==> src/shared/flw_pkg.sv <==
// Constants, types and register map of the flash row latch writer.
// Assumes one AHB-Lite bus clock at 50 MHz and 32-bit word registers.
package flw_pkg;

    // ****************************************
    // Bus
    // ****************************************
    localparam int FLW_HADDR_W = 8;
    localparam logic [1:0] FLW_HTRANS_NONSEQ = 2'h2;
    localparam logic FLW_HRESP_OKAY = 1'h0;

    // ****************************************
    // Register offsets
    // ****************************************
    localparam logic [7:0] FLW_OFF_ADDR_LOW = 8'h00;
    localparam logic [7:0] FLW_OFF_ADDR_HIGH = 8'h04;
    localparam logic [7:0] FLW_OFF_DATA_LOW = 8'h08;
    localparam logic [7:0] FLW_OFF_DATA_HIGH = 8'h0C;
    localparam logic [7:0] FLW_OFF_CONTROL_ONE = 8'h10;
    localparam logic [7:0] FLW_OFF_UNLOCK_KEY = 8'h14;
    localparam logic [7:0] FLW_OFF_IRQ_STATUS = 8'h18;
    localparam logic [7:0] FLW_OFF_IRQ_MASK = 8'h1C;
    localparam logic [7:0] FLW_OFF_PROTECT = 8'h20;

    // ****************************************
    // Fields and widths
    // ****************************************
    localparam int FLW_ADDR_HIGH_W = 7;
    localparam int FLW_ADDR_LOW_W = 8;
    localparam int FLW_DATA_HIGH_W = 6;
    localparam int FLW_DATA_LOW_W = 8;
    localparam int FLW_WORD_W = 14;
    localparam int FLW_LATCH_IDX_W = 5;
    localparam int FLW_LATCH_COUNT = 32;
    localparam int FLW_ROW_W = 10;
    localparam int FLW_ROW_LOW_MSB = 7;
    localparam int FLW_ROW_LOW_LSB = 5;
    localparam logic [4:0] FLW_LAST_LATCH = 5'h1F;
    localparam logic [13:0] FLW_BLANK_WORD = 14'h3FFF;
    localparam logic [7:0] FLW_KEY_FIRST = 8'h55;
    localparam logic [7:0] FLW_KEY_SECOND = 8'hAA;
    localparam int FLW_CTL_W = 5;
    localparam int FLW_CTL_WRITE_START_BIT = 0;
    localparam int FLW_IRQ_W = 2;
    localparam int FLW_IRQ_DONE_BIT = 0;
    localparam int FLW_IRQ_REFUSED_BIT = 1;
    localparam logic [9:0] FLW_PROTECT_RESET = 10'h000;

    // ****************************************
    // Timing
    // ****************************************
    localparam int FLW_CLK_PERIOD_NS = 20;
    localparam int FLW_OP_TIME_NS = 2000;
    localparam int FLW_OP_WAIT_CYCLES = (FLW_OP_TIME_NS + FLW_CLK_PERIOD_NS - 1) / FLW_CLK_PERIOD_NS;
    localparam int FLW_WAIT_W = 16;

    // ****************************************
    // Types
    // ****************************************
    typedef enum logic [1:0] {KEY_IDLE, KEY_GOT_FIRST, KEY_ARMED} flw_key_e;
    typedef enum logic [2:0] {ST_IDLE, ST_LOAD, ST_PROG_RD, ST_PROG_WR, ST_WAIT, ST_DONE} flw_state_e;

    typedef struct packed {
        logic region_select_bit;
        logic erase_select;
        logic latch_only_mode;
        logic write_enable_bit;
        logic write_start;
    } flw_ctl_s;

    typedef struct packed {
        logic valid;
        logic write;
        logic [FLW_HADDR_W-1:0] addr;
    } flw_ph_s;

    typedef struct packed {
        logic prog;
        logic erase;
        logic [FLW_ROW_W-1:0] row;
        logic [FLW_LATCH_IDX_W-1:0] col;
        logic [FLW_WORD_W-1:0] data;
    } flw_flash_s;

endpackage

==> src/design/flw_row_latch_writer.sv <==
// Flash row latch writer: AHB-Lite registers, unlock key, latch bank and row programming.
// Assumes one AHB-Lite master, single word transfers, and a flash array on the command port.
//
// Functional notes
// - Erase works on whole rows only
// - One program writes all 32 latches
// - Row from high address bits, latch from low
// - Programming never leaves the selected row
// - Latches return blank after each program or erase
// - Latch-only mode loads latch, no programming
// - Normal mode loads latch then programs row
// - Nothing starts without full unbroken unlock
// - Latch word taken when unlock completes
// - Protected target leaves start clear, sets refused flag
// - Stall during operation; done flag and interrupt
`timescale 1ns/100ps
module flw_row_latch_writer
    import flw_pkg::*;
#(
    parameter int OP_WAIT = FLW_OP_WAIT_CYCLES
)
(
    input wire logic hclk,                      // Bus clock
    input wire logic hresetn,                   // Async reset, low active
    input wire logic hsel,                      // Slave select
    input wire logic [FLW_HADDR_W-1:0] haddr,   // Byte address
    input wire logic [1:0] htrans,              // Transfer type
    input wire logic hwrite,                    // Write when high
    input wire logic [2:0] hsize,               // Transfer size, word only
    input wire logic hready,                    // Bus ready
    input wire logic [31:0] hwdata,             // Write data
    output logic [31:0] hrdata,                 // Read data
    output logic hreadyout,                     // Slave ready
    output logic hresp,                         // Always OKAY
    output logic irq,                           // Level interrupt
    output logic cpu_stall,                     // High while flash works
    output flw_flash_s flash_cmd                // Program or erase command
);

    flw_ph_s ph_q, ph_d;
    logic [FLW_ADDR_LOW_W-1:0] addr_low_q, addr_low_d;
    logic [FLW_ADDR_HIGH_W-1:0] addr_high_q, addr_high_d;
    logic [FLW_DATA_LOW_W-1:0] data_low_q, data_low_d;
    logic [FLW_DATA_HIGH_W-1:0] data_high_q, data_high_d;
    flw_ctl_s ctl_q, ctl_d;
    flw_key_e key_q, key_d;
    flw_state_e st_q, st_d;
    logic [FLW_LATCH_IDX_W-1:0] cnt_q, cnt_d;
    logic [FLW_WAIT_W-1:0] wait_q, wait_d;
    logic [FLW_ROW_W-1:0] row_q, row_d;
    logic [FLW_ROW_W-1:0] prot_q, prot_d;
    logic [FLW_IRQ_W-1:0] irq_st_q, irq_st_d;
    logic [FLW_IRQ_W-1:0] mask_q, mask_d;
    flw_flash_s flash_q, flash_d;
    logic [31:0] hrdata_q, hrdata_d;
    logic hreadyout_q, hreadyout_d;
    logic hresp_q, hresp_d;
    logic irq_q, irq_d;
    logic stall_q, stall_d;
    logic wr_acc;
    logic trig;
    logic done_ev;
    logic refuse_ev;
    logic mem_we;
    logic mem_clear;
    logic [FLW_WORD_W-1:0] mem_rdata;
    logic [FLW_ROW_W-1:0] row_cur;
    logic [5:0] prog_seen_q;

    // ****************************************
    // Latch bank
    // ****************************************
    flw_latch_mem #(
        .WIDTH(FLW_WORD_W),
        .DEPTH(FLW_LATCH_COUNT),
        .IDX_W(FLW_LATCH_IDX_W)
    ) u_latch (
        .hclk(hclk),
        .hresetn(hresetn),
        .we(mem_we),
        .wr_idx(addr_low_q[FLW_LATCH_IDX_W-1:0]),
        .wdata({data_high_q, data_low_q}),
        .clear(mem_clear),
        .rd_idx(cnt_q),
        .rdata(mem_rdata)
    );

    // ****************************************
    // Address phase capture
    // ****************************************
    always_comb
    begin
        ph_d = ph_q;
        if (hready)
        begin
            ph_d.valid = hsel && htrans == FLW_HTRANS_NONSEQ;
            ph_d.write = hwrite;
            ph_d.addr = haddr;
        end
    end

    always_ff @(posedge hclk or negedge hresetn)
    begin
        if (!hresetn)
            ph_q <= '0;
        else
            ph_q <= ph_d;
    end

    // ****************************************
    // Registers, unlock key and sequencer
    // ****************************************
    always_comb
    begin
        addr_low_d = addr_low_q;
        addr_high_d = addr_high_q;
        data_low_d = data_low_q;
        data_high_d = data_high_q;
        ctl_d = ctl_q;
        key_d = key_q;
        st_d = st_q;
        cnt_d = cnt_q;
        wait_d = wait_q;
        row_d = row_q;
        prot_d = prot_q;
        irq_st_d = irq_st_q;
        mask_d = mask_q;
        flash_d = '0;
        mem_we = 1'b0;
        mem_clear = 1'b0;
        done_ev = 1'b0;
        refuse_ev = 1'b0;
        trig = 1'b0;
        row_cur = {addr_high_q, addr_low_q[FLW_ROW_LOW_MSB:FLW_ROW_LOW_LSB]};
        wr_acc = ph_q.valid && ph_q.write && hready;
        if (wr_acc)
        begin
            // Any write other than the next key step breaks the sequence
            key_d = KEY_IDLE;
            if (ph_q.addr == FLW_OFF_UNLOCK_KEY && hwdata[7:0] == FLW_KEY_FIRST)
                key_d = KEY_GOT_FIRST;
            else if (ph_q.addr == FLW_OFF_UNLOCK_KEY && hwdata[7:0] == FLW_KEY_SECOND
                     && key_q == KEY_GOT_FIRST)
                key_d = KEY_ARMED;
            unique case (ph_q.addr)
                FLW_OFF_ADDR_LOW: addr_low_d = hwdata[FLW_ADDR_LOW_W-1:0];
                FLW_OFF_ADDR_HIGH: addr_high_d = hwdata[FLW_ADDR_HIGH_W-1:0];
                FLW_OFF_DATA_LOW: data_low_d = hwdata[FLW_DATA_LOW_W-1:0];
                FLW_OFF_DATA_HIGH: data_high_d = hwdata[FLW_DATA_HIGH_W-1:0];
                FLW_OFF_CONTROL_ONE:
                begin
                    ctl_d = flw_ctl_s'(hwdata[FLW_CTL_W-1:0]);
                    ctl_d.write_start = ctl_q.write_start;
                    trig = key_q == KEY_ARMED && hwdata[FLW_CTL_WRITE_START_BIT];
                end
                FLW_OFF_IRQ_STATUS: irq_st_d = irq_st_q & ~hwdata[FLW_IRQ_W-1:0];
                FLW_OFF_IRQ_MASK: mask_d = hwdata[FLW_IRQ_W-1:0];
                FLW_OFF_PROTECT: prot_d = hwdata[FLW_ROW_W-1:0];
                default: ;
            endcase
        end
        unique case (st_q)
            ST_IDLE:
            begin
                if (trig && ctl_d.write_enable_bit)
                begin
                    if (ctl_d.region_select_bit || row_cur < prot_q)
                        refuse_ev = 1'b1;
                    else if (ctl_d.erase_select)
                    begin
                        flash_d.erase = 1'b1;
                        flash_d.row = row_cur;
                        row_d = row_cur;
                        ctl_d.write_start = 1'b1;
                        wait_d = '0;
                        st_d = ST_WAIT;
                    end
                    else
                    begin
                        mem_we = 1'b1;
                        row_d = row_cur;
                        ctl_d.write_start = 1'b1;
                        cnt_d = '0;
                        st_d = ctl_d.latch_only_mode ? ST_LOAD : ST_PROG_RD;
                    end
                end
            end
            ST_LOAD:
            begin
                ctl_d.write_start = 1'b0;
                st_d = ST_IDLE;
            end
            ST_PROG_RD: st_d = ST_PROG_WR;
            ST_PROG_WR:
            begin
                flash_d.prog = 1'b1;
                flash_d.row = row_q;
                flash_d.col = cnt_q;
                flash_d.data = mem_rdata;
                cnt_d = cnt_q + 5'h1;
                if (cnt_q == FLW_LAST_LATCH)
                begin
                    wait_d = '0;
                    st_d = ST_WAIT;
                end
                else
                    st_d = ST_PROG_RD;
            end
            ST_WAIT:
            begin
                wait_d = wait_q + 16'h1;
                if (wait_q >= FLW_WAIT_W'(OP_WAIT - 1))
                    st_d = ST_DONE;
            end
            ST_DONE:
            begin
                mem_clear = 1'b1;
                done_ev = 1'b1;
                ctl_d.write_start = 1'b0;
                st_d = ST_IDLE;
            end
        endcase
        // Hardware set beats a clear written in the same cycle
        irq_st_d[FLW_IRQ_DONE_BIT] = irq_st_d[FLW_IRQ_DONE_BIT] | done_ev;
        irq_st_d[FLW_IRQ_REFUSED_BIT] = irq_st_d[FLW_IRQ_REFUSED_BIT] | refuse_ev;
        irq_d = |(irq_st_d & mask_d);
        stall_d = st_d != ST_IDLE;
        hreadyout_d = st_d == ST_IDLE;
        hresp_d = FLW_HRESP_OKAY;
        hrdata_d = hrdata_q;
        if (hready && hsel && htrans == FLW_HTRANS_NONSEQ && !hwrite)
        begin
            unique case (haddr)
                FLW_OFF_ADDR_LOW: hrdata_d = 32'(addr_low_d);
                FLW_OFF_ADDR_HIGH: hrdata_d = 32'(addr_high_d);
                FLW_OFF_DATA_LOW: hrdata_d = 32'(data_low_d);
                FLW_OFF_DATA_HIGH: hrdata_d = 32'(data_high_d);
                FLW_OFF_CONTROL_ONE: hrdata_d = 32'(ctl_d);
                FLW_OFF_IRQ_STATUS: hrdata_d = 32'(irq_st_d);
                FLW_OFF_IRQ_MASK: hrdata_d = 32'(mask_d);
                FLW_OFF_PROTECT: hrdata_d = 32'(prot_d);
                default: hrdata_d = '0;
            endcase
        end
    end

    always_ff @(posedge hclk or negedge hresetn)
    begin
        if (!hresetn)
        begin
            addr_low_q <= '0;
            addr_high_q <= '0;
            data_low_q <= '0;
            data_high_q <= '0;
            ctl_q <= '0;
            key_q <= KEY_IDLE;
            st_q <= ST_IDLE;
            cnt_q <= '0;
            wait_q <= '0;
            row_q <= '0;
            prot_q <= FLW_PROTECT_RESET;
            irq_st_q <= '0;
            mask_q <= '0;
            flash_q <= '0;
            hrdata_q <= '0;
            hreadyout_q <= 1'b1;
            hresp_q <= FLW_HRESP_OKAY;
            irq_q <= 1'b0;
            stall_q <= 1'b0;
        end
        else
        begin
            addr_low_q <= addr_low_d;
            addr_high_q <= addr_high_d;
            data_low_q <= data_low_d;
            data_high_q <= data_high_d;
            ctl_q <= ctl_d;
            key_q <= key_d;
            st_q <= st_d;
            cnt_q <= cnt_d;
            wait_q <= wait_d;
            row_q <= row_d;
            prot_q <= prot_d;
            irq_st_q <= irq_st_d;
            mask_q <= mask_d;
            flash_q <= flash_d;
            hrdata_q <= hrdata_d;
            hreadyout_q <= hreadyout_d;
            hresp_q <= hresp_d;
            irq_q <= irq_d;
            stall_q <= stall_d;
        end
    end

    assign hrdata = hrdata_q;
    assign hreadyout = hreadyout_q;
    assign hresp = hresp_q;
    assign irq = irq_q;
    assign cpu_stall = stall_q;
    assign flash_cmd = flash_q;

    // ****************************************
    // Checks
    // ****************************************
    always_ff @(posedge hclk or negedge hresetn)
    begin
        if (!hresetn)
            prog_seen_q <= '0;
        else if (st_q == ST_IDLE)
            prog_seen_q <= '0;
        else if (flash_q.prog)
            prog_seen_q <= prog_seen_q + 6'h1;
    end
endmodule

==> src/design/flw_latch_mem.sv <==
// Bank of row write latches with one write port, a clear-to-blank and a registered read.
// Assumes write and clear never need the same cycle; clear wins if they meet.
`timescale 1ns/100ps
module flw_latch_mem
    import flw_pkg::*;
#(
    parameter int WIDTH = FLW_WORD_W,
    parameter int DEPTH = FLW_LATCH_COUNT,
    parameter int IDX_W = FLW_LATCH_IDX_W
)
(
    input wire logic hclk,                  // Bus clock
    input wire logic hresetn,               // Async reset, low active
    input wire logic we,                    // Load one latch
    input wire logic [IDX_W-1:0] wr_idx,    // Latch to load
    input wire logic [WIDTH-1:0] wdata,     // Word to load
    input wire logic clear,                 // Set all latches blank
    input wire logic [IDX_W-1:0] rd_idx,    // Latch to read
    output logic [WIDTH-1:0] rdata          // Read word, one cycle late
);

    logic [WIDTH-1:0] entry_q [DEPTH];
    logic [WIDTH-1:0] entry_d [DEPTH];
    logic [WIDTH-1:0] rdata_q;
    logic [WIDTH-1:0] rdata_d;

    // ****************************************
    // Latch entries
    // ****************************************
    for (genvar i = 0; i < DEPTH; i++)
    begin : g_entry
        always_comb
        begin
            entry_d[i] = entry_q[i];
            if (clear)
                entry_d[i] = WIDTH'(FLW_BLANK_WORD);
            else if (we && wr_idx == IDX_W'(i))
                entry_d[i] = wdata;
        end

        always_ff @(posedge hclk or negedge hresetn)
        begin
            if (!hresetn)
                entry_q[i] <= WIDTH'(FLW_BLANK_WORD);
            else
                entry_q[i] <= entry_d[i];
        end
    end

    always_comb
    begin
        rdata_d = entry_q[rd_idx];
    end

    always_ff @(posedge hclk or negedge hresetn)
    begin
        if (!hresetn)
            rdata_q <= '0;
        else
            rdata_q <= rdata_d;
    end

    assign rdata = rdata_q;
endmodule

==> config.mk <==
export PLATFORM = sky130hd
export DESIGN_NAME = flw_row_latch_writer
export DESIGN_NICKNAME = d
export VERILOG_FILES = /design/src/shared/flw_pkg.sv /design/src/design/flw_row_latch_writer.sv /design/src/design/flw_latch_mem.sv
export SDC_FILE = /design/constraint.sdc
export NUM_CORES = 1
export LEC_CHECK = 0
export BUFFER_PORTS_ARGS = -buffer_cell sky130_fd_sc_hd__buf_2
export CORE_MARGIN = 8
export CORE_UTILIZATION = 55
export CTS_CLUSTER_SIZE = 12
export DETAILED_ROUTE_END_ITERATION = 10
export PLACE_DENSITY = 0.72
export SLEW_MARGIN = 20
export SYNTH_ARGS = -nofsm -noshare
export SYNTH_HDL_FRONTEND = slang
export SYNTH_SLANG_ARGS = --single-unit
==> constraint.sdc <==
create_clock -name hclk -period 3.36 [get_ports hclk]
set_clock_uncertainty 0.1 [all_clocks]
set_input_delay 0.84 -clock hclk [delete_from_list [all_inputs] [get_ports hclk]]
set_output_delay 0.84 -clock hclk [all_outputs]
set_load 0.05 [all_outputs]
==> results by group <==
Run status
  • Status: finished, final reports clean

Clock network
  • Num CTS Buffers: 60
  • # clock sinks: 600
  • Clock Latency Late Sink: 640 ps
  • H-tree Lvls: 2
  • Setup bufs post-CTS: 0
  • Worst-path clk slew: 60 ps
  • CTS Buffer Depth: 3
  • CTS tree: done
  • Root Driver: clkbuf_16

Floorplan
  • Die extent in y: 246 µm
  • Core Rows: 84
  • Die X: 246 µm
  • Die area: 0.0605 mm²
  • Core area: 0.0524 mm²
  • # IOs: 117
  • Starting density of the core: 55.5%

Yosys
  • Syn Inst Count: 2886
  • EDFF count, synth: 0
  • Post-synth ARST share: 100%
  • Mapped Area: 0.0291 mm²
  • Synth unique cells: 71
  • Yosys synthesis warning count: 0
  • Predominant post-synthesis flop cell: dfstp_2
  • Syn_area_per_cell: 10.1 µm²
  • Post-synthesis register bit count: 600
  • Sequential area share after synthesis: 53.6%

Critical path
  • CP Launch Type: flip-flop
  • Critical Path RT: 3790 ps
  • Critical path endpoint category: flip-flop
  • Crit path DAT: 3560 ps
  • Reg-to-reg slack, setup: 230 ps
  • Crit path max fanout: 15
  • WS Path Type: flip-flop to flip-flop

STA
  • Max Transition Viols Final: 0
  • Final hold vios: 0
  • Post-route setup TNS: 0 ps
  • Slew HR: 41.1%
  • Final worst path period need: 3130 ps
  • Setup ws final: 234 ps
  • Worst slew pin tran: 877 ps
  • Finish-stage setup viols: 0
  • Period utilization: 93.0%
  • RSZ-0062 raised after global routing: no
  • Max Fclk: 320 MHz

Pwr
  • Total Power: 14.2 mW
  • Leak: 14.7 nW
  • P per Cell Area: 441 mW/mm²
  • Worst vdd ir: 414 µV

Worst hold path
  • Hold Crit Class: input pin to async pin

GRT
  • Total global-route track usage: 27.0%
  • Initial antenna violation count: 1
  • Vias in the first global route: 22218
  • Remaining Overflow, GRT: 0
  • Global-route wire length before repair: 128000 µm
  • Largest net degree at the start of global routing: 95

Routing
  • Routed WL: 81600 µm
  • Vias per cell: 6.13
  • Initial DRC count: 2721
  • DRT antenna net count: 0
  • Via count: 22189
  • Routed length per instance: 22.6 µm
  • DR DRC count: 0
  • 1st-pass router iterations: 6

Cells and area
  • Nets: 2943
  • Cell Count, Final, Fillers Out: 3617
  • Layout area overhead: 10.8%
  • Fin area: 0.0322 mm²
  • Most frequent cells in the layout: nand2_1 (991), nand3_1 (475), dfstp_2 (449)
  • Fraction of layout cells with a size suffix above 1: 32.8%
  • Commonest non-fill, non-tap cell in the layout: nand2_1

Flow run
  • # Max-Cap Violations: 0

Place
  • Inst Count DP: 3507
  • Port-buffer cells: 68
  • HPWL Detailed: 52100 µm
  • GP Congestion: 0.859
  • DP Area: 0.0303 mm²
  • Post-Place Worst Slack: -67.9 ps
==> metrics by stage <==
step           utilization (%)  hold WS [ps]
6_report                  61.4          98.5
2_1_floorplan                -           339
3_3_place_gp              57.8           349
4_1_cts                   61.4          99.1
5_1_grt                   61.4           114
3_5_place_dp              57.8           361
==> repair_timing <==
action / in CTS / in global routing
endpoints found under the setup margin: 0 / 3
resized for setup: 0 / 1
hold buffers: 0 / 0
==> area by class of cell <==
cell class                 instances  area [µm²]
antenna                            1        2.50
clock buffer                     104        1830
multi-input combinational       2006       12300
tap                              688         861
clock inverter                     5        57.6
timing repair buffer             194        1510
fill                            4081       20200
sequential                       600       15600
inverter                          19        71.3
==> kinds of logic (layout without fill, tap and decap cells) <==
group,Yosys count,after routing,share of synthesized area [%]
compound gates,114,114,2.68
xor+xnor,2,2,0.0602
fa+ha+maj,12,12,0.516
buf+inv,302,322,4.53
flops,600,600,53.6
mux,204,204,13.3
other cells,1,24,0.0129
simple gates,1651,1651,25.3
==> state kept, by name, indices dropped and copies added, names as in the netlist <==
register,count
irq,1
data_high_q,6
data_low_q,8
prot_q,10
hreadyout,1
hrdata,10
wait_q,16
u_latch.entry_q,448
cnt_q,5
flash_cmd,31
ph_q,10
addr_high_q,7
st_q,3
cpu_stall,1
ctl_q,5
irq_st_q,2
row_q,10
mask_q,2
u_latch.rdata,14
addr_low_q,8
key_q,2
==> cells in the mapped netlist, drive strengths merged (15+ instances only) <==
library cell / number / area [µm²]
dfstp: 449 / 11800
o21ai: 44 / 220
buf: 86 / 505
inv: 19 / 71.3
dfrtp: 151 / 3780
nand2: 992 / 3720
mux4: 140 / 3150
nand3: 482 / 2450
a22o: 15 / 131
nor2: 36 / 140
and3: 39 / 244
nor3: 18 / 186
clkbuf: 197 / 739
mux2: 59 / 664
==> power breakdown <==
group,internal [mW],switching (mW),total (mW)
logic,0.0686,0.278,0.346
clock network,3.73,2.82,6.55
registers,7.27,0.0215,7.29
==> layer usage <==
layer  vias to the layer above  routed length [µm]  GRT usage, %  part of all wire [%]
met5                         -                   0             0                     0
met4                         0                2690          10.1                   3.3
met3                       162                7340          5.52                   9.0
met2                      1066               38800          41.8                    48
met1                     11212               32800          37.6                    40
li1                       9749                   -             -                     -
==> critical path: stages (launching register included) <==
cell and delay, ps:
dfrtp_1 390, nor2_1 400, nand4_2 300, nor4b_4 530, o211ai_4 290, or3_1 740
nand2_1 180, nand3_1 90
==> final timing paths <==
check | from | endpoint | cells past startpoint
max | ph_q[1] | u_latch.entry_q[46] | 7
min | hresetn | wait_q[10] | 1
max reg2reg | ph_q[1] | u_latch.entry_q[46] | 7
min reg2reg | row_q[8] | row_q[8] | 2
max in group asynchronous | hresetn | u_latch.entry_q[236] | 2
min in group hclk | hwdata[9] | prot_q[9] | 2
Note: power is estimated with default switching activity, not from simulation.
